`src/tlr_map.vh`:
```
`ifndef TLR_MAP_VH
`define TLR_MAP_VH
// Register indices on the plain port (byte address = index * 4)
`define TLR_ADDR_W 4
`define TLR_REG_CTRL 4'h0
`define TLR_REG_BASE 4'h1
`define TLR_REG_G0L0 4'h2
`define TLR_REG_G0L1 4'h3
`define TLR_REG_G1L0 4'h4
`define TLR_REG_G1L1 4'h5
`define TLR_REG_STAT 4'h6
// Control register fields
`define TLR_CTRL_EN0 0
`define TLR_CTRL_EN1 1
`define TLR_CTRL_LDOK 2
`define TLR_CTRL_LIST0 3
`define TLR_CTRL_LIST1 4
// Status fields, write one to clear: {ro, te1, te0, done1, done0}
`define TLR_ST_DONE0 0
`define TLR_ST_DONE1 1
`define TLR_ST_TE0 2
`define TLR_ST_TE1 3
`define TLR_ST_RO 4
`define TLR_ST_W 5
// Entry and window sizes
`define TLR_VAL_W 16
`define TLR_EOL 16'h0000
`define TLR_WIN_W 8
`define TLR_OFS_W 8
`define TLR_ADR_W 24
// Generator states
`define TLR_S_IDLE 3'h0
`define TLR_S_REQ 3'h1
`define TLR_S_WAIT 3'h2
`define TLR_S_ARM 3'h3
`define TLR_S_HALT 3'h4
`endif

```
`src/tlr_sync.v`:
```
`timescale 1ns/10ps
`default_nettype none
module tlr_sync (
  // Clock and raw reset
  input wire clk,
  input wire arst_n,
  // Released reset
  output wire rst_n
);
  reg s1_reg;
  reg s2_reg;
  always @(posedge clk or negedge arst_n)
  begin
    if (!arst_n)
    begin
      s1_reg <= 1'b0;
      s2_reg <= 1'b0;
    end
    else
    begin
      s1_reg <= 1'b1;
      s2_reg <= s1_reg;
    end
  end
  assign rst_n = s2_reg;
endmodule
`default_nettype wire

```
`src/tlr_gen.v`:
```
`timescale 1ns/10ps
`default_nettype none
`include "tlr_map.vh"
module tlr_gen (
  // Clock and reset
  input wire clk,
  input wire rst_n,
  // Control
  input wire enable,
  input wire reload,
  input wire [`TLR_WIN_W-1:0] list_offset,
  // Memory fetch
  output reg fetch_req,
  output wire [`TLR_WIN_W-1:0] fetch_addr,
  input wire fetch_ack,
  input wire [`TLR_VAL_W-1:0] fetch_data,
  // Events
  output reg trigger,
  output reg done_set,
  output reg te_set
);
  reg [2:0] state_reg;
  reg [`TLR_VAL_W-1:0] cnt_reg;
  reg [`TLR_VAL_W-1:0] cur_reg;
  reg [`TLR_VAL_W-1:0] prev_reg;
  reg [`TLR_WIN_W-1:0] idx_reg;
  reg first_reg;
  // Byte offset in the window wraps, so fetches never leave it
  assign fetch_addr = list_offset + {idx_reg[`TLR_WIN_W-2:0], 1'b0}; // [RL7]
  always @(posedge clk or negedge rst_n)
  begin
    if (!rst_n)
    begin
      state_reg <= `TLR_S_IDLE;
      cnt_reg <= 16'h0000;
      cur_reg <= 16'h0000;
      prev_reg <= 16'h0000;
      idx_reg <= 8'h00;
      first_reg <= 1'b0;
      fetch_req <= 1'b0;
      trigger <= 1'b0;
      done_set <= 1'b0;
      te_set <= 1'b0;
    end
    else
    begin
      trigger <= 1'b0;
      done_set <= 1'b0;
      te_set <= 1'b0;
      if (cnt_reg != 16'hffff)
        cnt_reg <= cnt_reg + 16'h0001;
      if (!enable)
      begin
        state_reg <= `TLR_S_IDLE;
        fetch_req <= 1'b0;
      end
      else if (reload)
      begin
        // Delays count from this reload; first entry of the chosen list
        cnt_reg <= 16'h0000; // [RL3]
        idx_reg <= 8'h00; // [RL10]
        first_reg <= 1'b1;
        fetch_req <= 1'b1;
        state_reg <= `TLR_S_WAIT;
      end
      else
      begin
        case (state_reg)
          `TLR_S_WAIT:
          begin
            if (fetch_ack)
            begin
              fetch_req <= 1'b0;
              if (fetch_data == `TLR_EOL)
              begin
                done_set <= 1'b1; // [RL4] [RL19]
                state_reg <= `TLR_S_HALT;
              end
              else if ((!first_reg && fetch_data < prev_reg) || fetch_data < cnt_reg)
              begin
                te_set <= 1'b1; // [RL6]
                state_reg <= `TLR_S_HALT;
              end
              else
              begin
                cur_reg <= fetch_data;
                prev_reg <= fetch_data;
                first_reg <= 1'b0;
                idx_reg <= idx_reg + 8'h01;
                state_reg <= `TLR_S_ARM;
              end
            end
          end
          `TLR_S_ARM:
          begin
            if (cnt_reg == cur_reg)
            begin
              trigger <= 1'b1; // [RL18]
              fetch_req <= 1'b1;
              state_reg <= `TLR_S_WAIT;
            end
          end
          `TLR_S_REQ:
            state_reg <= `TLR_S_WAIT;
          `TLR_S_HALT:
            state_reg <= `TLR_S_HALT;
          default:
            state_reg <= `TLR_S_IDLE;
        endcase
      end
    end
  end
endmodule
`default_nettype wire

```
`src/tlr_top.v`:
```
// Local design decisions: strobed register access and the register addresses.
`timescale 1ns/10ps
`default_nettype none
`include "tlr_map.vh"
// Operation
// [RL1] List base pointer cannot be written while either generator is enabled.
// [RL2] A generator's list offsets cannot be written while it is enabled.
// [RL3] Each entry is a 16-bit delay in clock cycles after reload.
// [RL4] A zero entry ends the list; no further triggers from it.
// [RL5] Software sorts each list in ascending order.
// [RL6] Falling or already-passed entry sets timing error and halts until reload.
// [RL7] Fetches stay within 256 bytes from the base pointer. Here the base pointer's low 8 bits are dropped.
// [RL8] Each generator owns two lists and alternates between them.
// [RL9] Software sets load-ok after refilling the alternate list.
// [RL10] Reload with load-ok switches list and fetches its first entry.
// [RL11] Every reload clears load-ok; here a load-ok set written in the same cycle wins.
// [RL12] Active-list bit shows list in use; writable only when disabled.
// [RL13] Reload without load-ok sets overrun; both keep their current list. Here overrun is set only while a generator is enabled.
// [RL14] Load-ok is exported as a global output.
// [RL15] Equal offsets still toggle the active-list bit at each swap.
// [RL16] Software updates a shared list only between done and reload.
// [RL17] Reload with async qualifier behaves exactly as a normal reload.
// [RL18] Trigger fires when counter equals entry, then next entry fetched.
// [RL19] End marker in the active list sets the done flag.
module tlr_top (
  // Clock and reset
  input wire clk,
  input wire arst_n,
  // Register port
  input wire [`TLR_ADDR_W-1:0] reg_addr,
  input wire [31:0] reg_wdata,
  input wire reg_wr,
  input wire reg_rd,
  output reg [31:0] reg_rdata,
  // Reload inputs
  input wire reload,
  input wire async_reload_qualifier,
  // Memory read port, one request at a time
  output reg mem_req,
  output reg [`TLR_ADR_W-1:0] mem_addr,
  input wire mem_ack,
  input wire [`TLR_VAL_W-1:0] mem_data,
  // Events and flags
  output reg gen0_trigger,
  output reg gen1_trigger,
  output reg load_ok,
  output reg gen0_done_flag,
  output reg gen1_done_flag,
  output reg timing_error_flag,
  output reg reload_overrun_flag
);
  wire rst_n;
  reg en0_reg;
  reg en1_reg;
  reg ldok_reg;
  reg list0_reg;
  reg list1_reg;
  reg [`TLR_ADR_W-1:0] base_reg;
  reg [`TLR_OFS_W-1:0] g0l0_reg;
  reg [`TLR_OFS_W-1:0] g0l1_reg;
  reg [`TLR_OFS_W-1:0] g1l0_reg;
  reg [`TLR_OFS_W-1:0] g1l1_reg;
  reg [`TLR_ST_W-1:0] stat_reg;
  reg [`TLR_ST_W-1:0] stat_next;
  reg owner_reg;
  reg busy_reg;
  wire req0;
  wire req1;
  wire [`TLR_WIN_W-1:0] addr0;
  wire [`TLR_WIN_W-1:0] addr1;
  wire trig0;
  wire trig1;
  wire done0;
  wire done1;
  wire te0;
  wire te1;
  wire rl_evt;
  wire sel0;
  wire sel1;
  wire wr_ctrl;
  wire wr_base;
  wire wr_g0l0;
  wire wr_g0l1;
  wire wr_g1l0;
  wire wr_g1l1;
  wire wr_stat;
  wire swap_evt;
  wire ro_evt;
  wire ack0;
  wire ack1;
  wire [`TLR_OFS_W-1:0] ofs0;
  wire [`TLR_OFS_W-1:0] ofs1;
  reg [31:0] rdata_next;
  tlr_sync u_sync (
    .clk(clk),
    .arst_n(arst_n),
    .rst_n(rst_n)
  );
  // Qualifier does not alter the response; any reload is the same event
  assign rl_evt = reload | (reload & async_reload_qualifier); // [RL17]
  assign wr_ctrl = reg_wr && reg_addr == `TLR_REG_CTRL;
  assign wr_base = reg_wr && reg_addr == `TLR_REG_BASE && !en0_reg && !en1_reg; // [RL1]
  assign wr_g0l0 = reg_wr && reg_addr == `TLR_REG_G0L0 && !en0_reg; // [RL2]
  assign wr_g0l1 = reg_wr && reg_addr == `TLR_REG_G0L1 && !en0_reg; // [RL2]
  assign wr_g1l0 = reg_wr && reg_addr == `TLR_REG_G1L0 && !en1_reg; // [RL2]
  assign wr_g1l1 = reg_wr && reg_addr == `TLR_REG_G1L1 && !en1_reg; // [RL2]
  assign wr_stat = reg_wr && reg_addr == `TLR_REG_STAT;
  assign swap_evt = rl_evt && ldok_reg;
  assign ro_evt = rl_evt && !ldok_reg && (en0_reg || en1_reg); // [RL13]
  // Acknowledge goes only to the generator that owns the fetch
  assign ack0 = mem_ack && busy_reg && !owner_reg;
  assign ack1 = mem_ack && busy_reg && owner_reg;
  assign ofs0 = list0_reg ? g0l1_reg : g0l0_reg; // [RL8]
  assign ofs1 = list1_reg ? g1l1_reg : g1l0_reg; // [RL8]
  // List selected for the coming period: toggled on a load-ok reload
  assign sel0 = (rl_evt && ldok_reg) ? ~list0_reg : list0_reg;
  assign sel1 = (rl_evt && ldok_reg) ? ~list1_reg : list1_reg;
  tlr_gen u_gen0 (
    .clk(clk),
    .rst_n(rst_n),
    .enable(en0_reg),
    .reload(rl_evt),
    .list_offset(ofs0),
    .fetch_req(req0),
    .fetch_addr(addr0),
    .fetch_ack(ack0),
    .fetch_data(mem_data),
    .trigger(trig0),
    .done_set(done0),
    .te_set(te0)
  );
  tlr_gen u_gen1 (
    .clk(clk),
    .rst_n(rst_n),
    .enable(en1_reg),
    .reload(rl_evt),
    .list_offset(ofs1),
    .fetch_req(req1),
    .fetch_addr(addr1),
    .fetch_ack(ack1),
    .fetch_data(mem_data),
    .trigger(trig1),
    .done_set(done1),
    .te_set(te1)
  );
  // Enables, base pointer and list offsets
  always @(posedge clk or negedge rst_n)
  begin
    if (!rst_n)
    begin
      en0_reg <= 1'b0;
      en1_reg <= 1'b0;
      base_reg <= 24'h000000;
      g0l0_reg <= 8'h00;
      g0l1_reg <= 8'h00;
      g1l0_reg <= 8'h00;
      g1l1_reg <= 8'h00;
    end
    else
    begin
      if (wr_ctrl)
      begin
        en0_reg <= reg_wdata[`TLR_CTRL_EN0];
        en1_reg <= reg_wdata[`TLR_CTRL_EN1];
      end
      if (wr_base)
        base_reg <= reg_wdata[`TLR_ADR_W-1:0];
      if (wr_g0l0)
        g0l0_reg <= reg_wdata[`TLR_OFS_W-1:0];
      if (wr_g0l1)
        g0l1_reg <= reg_wdata[`TLR_OFS_W-1:0];
      if (wr_g1l0)
        g1l0_reg <= reg_wdata[`TLR_OFS_W-1:0];
      if (wr_g1l1)
        g1l1_reg <= reg_wdata[`TLR_OFS_W-1:0];
    end
  end
  // Load-ok and active-list bits
  always @(posedge clk or negedge rst_n)
  begin
    if (!rst_n)
    begin
      ldok_reg <= 1'b0;
      list0_reg <= 1'b0;
      list1_reg <= 1'b0;
    end
    else
    begin
      if (wr_ctrl && !en0_reg)
        list0_reg <= reg_wdata[`TLR_CTRL_LIST0]; // [RL12]
      if (wr_ctrl && !en1_reg)
        list1_reg <= reg_wdata[`TLR_CTRL_LIST1]; // [RL12]
      // Reload clears load-ok; a set in the same cycle is for the next period
      if (rl_evt)
        ldok_reg <= 1'b0; // [RL11]
      if (wr_ctrl && reg_wdata[`TLR_CTRL_LDOK])
        ldok_reg <= 1'b1;
      // Toggle even when both offsets point at one physical list
      if (swap_evt && en0_reg)
        list0_reg <= sel0; // [RL10] [RL15]
      if (swap_evt && en1_reg)
        list1_reg <= sel1; // [RL10] [RL15]
    end
  end
  // Sticky flags: hardware set wins over a write-one clear
  always @*
  begin
    stat_next = stat_reg;
    if (wr_stat)
      stat_next = stat_reg & ~reg_wdata[`TLR_ST_W-1:0];
    if (done0)
      stat_next[`TLR_ST_DONE0] = 1'b1; // [RL19]
    if (done1)
      stat_next[`TLR_ST_DONE1] = 1'b1; // [RL19]
    if (te0)
      stat_next[`TLR_ST_TE0] = 1'b1; // [RL6]
    if (te1)
      stat_next[`TLR_ST_TE1] = 1'b1; // [RL6]
    if (ro_evt)
      stat_next[`TLR_ST_RO] = 1'b1; // [RL13]
  end
  // Memory arbiter: generator 0 first, one fetch outstanding
  always @(posedge clk or negedge rst_n)
  begin
    if (!rst_n)
    begin
      stat_reg <= 5'h00;
      owner_reg <= 1'b0;
      busy_reg <= 1'b0;
      mem_req <= 1'b0;
      mem_addr <= 24'h000000;
    end
    else
    begin
      stat_reg <= stat_next;
      if (busy_reg)
      begin
        if (mem_ack || rl_evt)
        begin
          busy_reg <= 1'b0;
          mem_req <= 1'b0;
        end
      end
      else if (req0 && !rl_evt)
      begin
        busy_reg <= 1'b1;
        owner_reg <= 1'b0;
        mem_req <= 1'b1;
        mem_addr <= {base_reg[`TLR_ADR_W-1:`TLR_WIN_W], addr0}; // [RL7]
      end
      else if (req1 && !rl_evt)
      begin
        busy_reg <= 1'b1;
        owner_reg <= 1'b1;
        mem_req <= 1'b1;
        mem_addr <= {base_reg[`TLR_ADR_W-1:`TLR_WIN_W], addr1}; // [RL7]
      end
    end
  end
  // Registered outputs and read port
  always @(posedge clk or negedge rst_n)
  begin
    if (!rst_n)
    begin
      gen0_trigger <= 1'b0;
      gen1_trigger <= 1'b0;
      load_ok <= 1'b0;
      gen0_done_flag <= 1'b0;
      gen1_done_flag <= 1'b0;
      timing_error_flag <= 1'b0;
      reload_overrun_flag <= 1'b0;
      reg_rdata <= 32'h00000000;
    end
    else
    begin
      gen0_trigger <= trig0;
      gen1_trigger <= trig1;
      load_ok <= ldok_reg; // [RL14]
      gen0_done_flag <= stat_reg[`TLR_ST_DONE0];
      gen1_done_flag <= stat_reg[`TLR_ST_DONE1];
      timing_error_flag <= stat_reg[`TLR_ST_TE0] | stat_reg[`TLR_ST_TE1];
      reload_overrun_flag <= stat_reg[`TLR_ST_RO];
      reg_rdata <= rdata_next;
    end
  end
  // Read mux; data stands only in the cycle after the strobe
  always @*
  begin
    rdata_next = 32'h00000000;
    if (reg_rd)
    begin
      case (reg_addr)
        `TLR_REG_CTRL:
          rdata_next = {27'h0000000, list1_reg, list0_reg, ldok_reg, en1_reg, en0_reg};
        `TLR_REG_BASE:
          rdata_next = {8'h00, base_reg};
        `TLR_REG_G0L0:
          rdata_next = {24'h000000, g0l0_reg};
        `TLR_REG_G0L1:
          rdata_next = {24'h000000, g0l1_reg};
        `TLR_REG_G1L0:
          rdata_next = {24'h000000, g1l0_reg};
        `TLR_REG_G1L1:
          rdata_next = {24'h000000, g1l1_reg};
        `TLR_REG_STAT:
          rdata_next = {27'h0000000, stat_reg};
        default:
          rdata_next = 32'h00000000;
      endcase
    end
  end
endmodule
`default_nettype wire

```
`config.mk`:
```
export PLATFORM = sky130hd
export DESIGN_NAME = tlr_top
export DESIGN_NICKNAME = d
export VERILOG_FILES = /design/src/tlr_sync.v /design/src/tlr_gen.v /design/src/tlr_top.v
export VERILOG_INCLUDE_DIRS = /design/src
export SDC_FILE = /design/constraint.sdc
export NUM_CORES = 1
export LEC_CHECK = 0
export BUFFER_PORTS_ARGS = -buffer_cell sky130_fd_sc_hd__buf_2
export CAP_MARGIN = 20
export CORE_ASPECT_RATIO = 0.8
export CORE_MARGIN = 2
export CORE_UTILIZATION = 50
export CTS_CLUSTER_DIAMETER = 120
export DETAILED_ROUTE_END_ITERATION = 8
export PLACE_DENSITY = 0.66
export SLEW_MARGIN = 30
export SYNTH_ARGS = -nofsm -noshare
export SYNTH_HDL_FRONTEND = slang
export SYNTH_HIERARCHICAL = 1
export SYNTH_SLANG_ARGS = --single-unit
```
`constraint.sdc`:
```
create_clock -name clk -period 10.8 [get_ports clk]
set_input_delay 2.16 -clock clk [delete_from_list [all_inputs] [get_ports clk]]
set_output_delay 2.16 -clock clk [all_outputs]
set_load 0.01 [all_outputs]
```
==> summary.md <==
| Metric | Value |
|---|---|
| Post_cts resized | `0` |
| Share of layout cells above drive strength 1 | `24.4%` |
| Dominant synthesized flop cell | `dfrtp_1` |
| Post-synth ARST share | `100%` |
| Core area | `24400 µm²` |
| DRC Markers | `0` |
| CTS max path bufs | `3` |
| HP Class | `flop to asynchronous set/reset pin` |
| I/O Buffers | `105` |
| Syn Inst Count | `1141` |
| Crit share post-route | `44.0%` |
| Critical-path cell list | `buf_2 -> ha_1 -> nand4_1 -> or3_1 -> a2111oi_2 -> or3_1 -> nor3b_4 -> buf_8 -> mux2_2` |
| Total GRT Usage | `22.5%` |
| Clock latency on the worst-skew pair | `530 ps` |
| Placed instance area | `13200 µm²` |
| Global-route wire length before repair | `48100 µm` |
| Outcome | `finished clean` |
| CTS buffer count | `24` |
| Post-synth EDFFs | `0` |
| Via density | `5.76` |
| Final min period | `4750 ps` |
| Kind of critical path | `primary input to flop` |
| Die Wd | `181 µm` |
| Nets | `1374` |
| DRT iter0 DRCs | `656` |
| Clock transition at the registers of the reported paths | `60 ps` |
| CP max FO | `10` |
| Ys Warns | `6` |
| Setup crit start kind | `primary input` |
| Vias in the first global route | `8773` |
| Total leakage power | `6.56 nW` |
| Critical path's slowest cell | `nor3b_4` |
| Area Growth Syn to Fin | `12.7%` |
| Worst setup EP type | `flop` |
| Worst EP required | `11210 ps` |
| Yosys reg bits | `220` |
| CP dominant cell by count | `or3_1` |
| Starting density of the core | `51.2%` |
| Placed wire-length estimate | `20900 µm` |
| Die Span Y | `145 µm` |
| Arrival time at the worst endpoint | `5160 ps` |
| Vias | `9061` |
| Worst reg2reg path startpoint | `u_gen0/prev_reg[14]` |
| Peak VDD IR | `0.135 mV` |
| CTS tree | `done` |
| I/O pin count | `123` |
| Clock sink count | `220` |
| Endpoints failing hold | `0` |
| Total global routing overflow | `0` |
| Final Skew | `17.4 ps` |
| Cell row count | `51` |
| Final Cell Area | `14100 µm²` |
| Largest net degree at the start of global routing | `177` |
| Htree depth | `1` |
| Routed WL | `29400 µm` |
| CTS root buf | `clkbuf_16` |
| ANT cells | `0` |
| Syn avg cell area | `11.0 µm²` |
| Slew headroom | `46.4%` |
| Final setup viols | `0` |
| Max cap viols | `0` |
| Pwr per Cell Area | `196 nW/µm²` |
| Worst-Margin Slew | `803 ps` |
| Post CTS Setup Buffer Count | `0` |
| Highest Clock Rate | `211 MHz` |
| First-pass DRT Iterations | `5` |
| Beginning of the critical path | `mem_data[15]` |
| Fill cells | `2084` |
| WL per Instance | `18.7 µm` |
| RSZ-0062 raised after global routing | `false` |
| Crit-path max cell delay | `620 ps` |
| Seq/Total Area, Yosys | `44.0%` |
| # hold bufs at CTS | `0` |
| Initial antenna violation count | `0` |
| Mapped Area | `12500 µm²` |
| Setup_tns | `0 ps` |
| Max Slew Vio Count | `0` |
| GPL Wtd Cong | `0.818` |
| Die area | `26300 µm²` |
| DRT antenna net count | `0` |
| Synth cell types | `88` |
[worst max-delay path, delay by kind of cell]
| family | cells | cell delay (ps) |
|---|---|---|
| multiplexers | 1 | 340 |
| buffers and inverters | 2 | 410 |
| AO/OA/AOI/OAI | 1 | 370 |
| adder cells (fa/ha/maj) | 1 | 330 |
| AND/OR/NAND/NOR | 4 | 1530 |
[metal layers]
| layer | vias to the layer above | GRT usage (%) | wire length [µm] |
|---|---|---|---|
| li1 | 4248 | - | - |
| met5 | - | 0 | 0 |
| met4 | 0 | 4.88 | 539 |
| met3 | 37 | 2.70 | 1700 |
| met2 | 255 | 32.3 | 12400 |
| met1 | 4521 | 36.1 | 14800 |
[kinds of logic after synthesis]
logic type | share of synthesized area, %
AOI/OAI and AO/OA | 10.1
xor gates and xnor gates | 4.41
adders and majority gates | 7.92
buffers and inverters | 5.35
DFF | 44.0
muxes | 13.6
other | 0.0600
and+or+nand+nor | 14.5
[cell type report]
cell class | count | area, µm² | area share, %
Clock buffer | 35 | 723 | 5.13
Clock inverter | 8 | 115 | 0.816
Inverter | 102 | 383 | 2.72
Multi-Input combinational cell | 778 | 6360 | 45.1
Sequential cell | 220 | 5510 | 39.1
Tap cell | 318 | 398 | 2.82
Timing Repair Buffer | 111 | 611 | 4.33
[placed cells by master (no fill, tap or decap), drive strengths merged, types with 35 or more instances in the layout]
| cell type | synthesis | routed |
|---|---|---|
| dfrtp | 220 | 220 |
| mux2 | 125 | 125 |
| buf | 23 | 111 |
| inv | 102 | 102 |
| ha | 76 | 76 |
| nor2 | 63 | 63 |
| xnor2 | 58 | 58 |
| nand2 | 43 | 43 |
| a21oi | 36 | 36 |
| o21ai | 36 | 36 |
| clkbuf | 25 | 35 |
[power by group]
part | total, W | internal (W) | switching, W
clock network | 0.000866 | 0.000533 | 0.000333
logic | 0.000762 | 0.000371 | 0.000391
registers | 0.00113 | 0.000978 | 0.000155
[final timing paths]
check,slack (ps),depth (start not counted),to
worst max-delay path,6050,9,u_gen0/prev_reg[0]
worst min-delay path,330,0,mem_addr[7]
min in group clk,360,0,u_sync/rst_n
max in group asynchronous,9120,2,u_gen0/cnt_reg[9]
worst min register to register,330,0,mem_addr[7]
worst max register to register,7450,9,u_gen0/prev_reg[0]
[metrics by stage]
stage / cells / worst slack, ps / power (W) / hold slack, ps / util, %
2_1_floorplan: 1148 / 4220 / 0.00166 / 331 / -
3_3_place_gp: 1527 / 5390 / 0.00188 / 335 / 54.1
3_5_place_dp: 1528 / 5530 / 0.00190 / 337 / 54.1
4_1_cts: 1571 / 6060 / 0.00278 / 358 / 57.6
5_1_grt: 1572 / 5970 / 0.00292 / 368 / 57.7
6_report: 1572 / 6050 / 0.00276 / 335 / 57.7
[Yosys cell counts (12+ instances only)]
master,number,area (µm²)
dfrtp_1,220,5510
inv_1,102,383
mux2_2,89,1000
ha_1,76,951
nor2_1,61,229
xnor2_1,58,508
nand2_1,43,161
a21oi_1,36,180
mux2_4,36,541
o21ai_0,32,160
nand3_1,27,135
nand4_1,26,163
clkbuf_1,25,93.8
a21o_1,23,173
and2_1,20,125
mux2i_1,16,160
and3b_1,15,131
nor3_1,14,70.1
nor4_1,14,87.6
nor2b_1,12,75.1
Note: power is estimated with default switching activity, not from simulation.
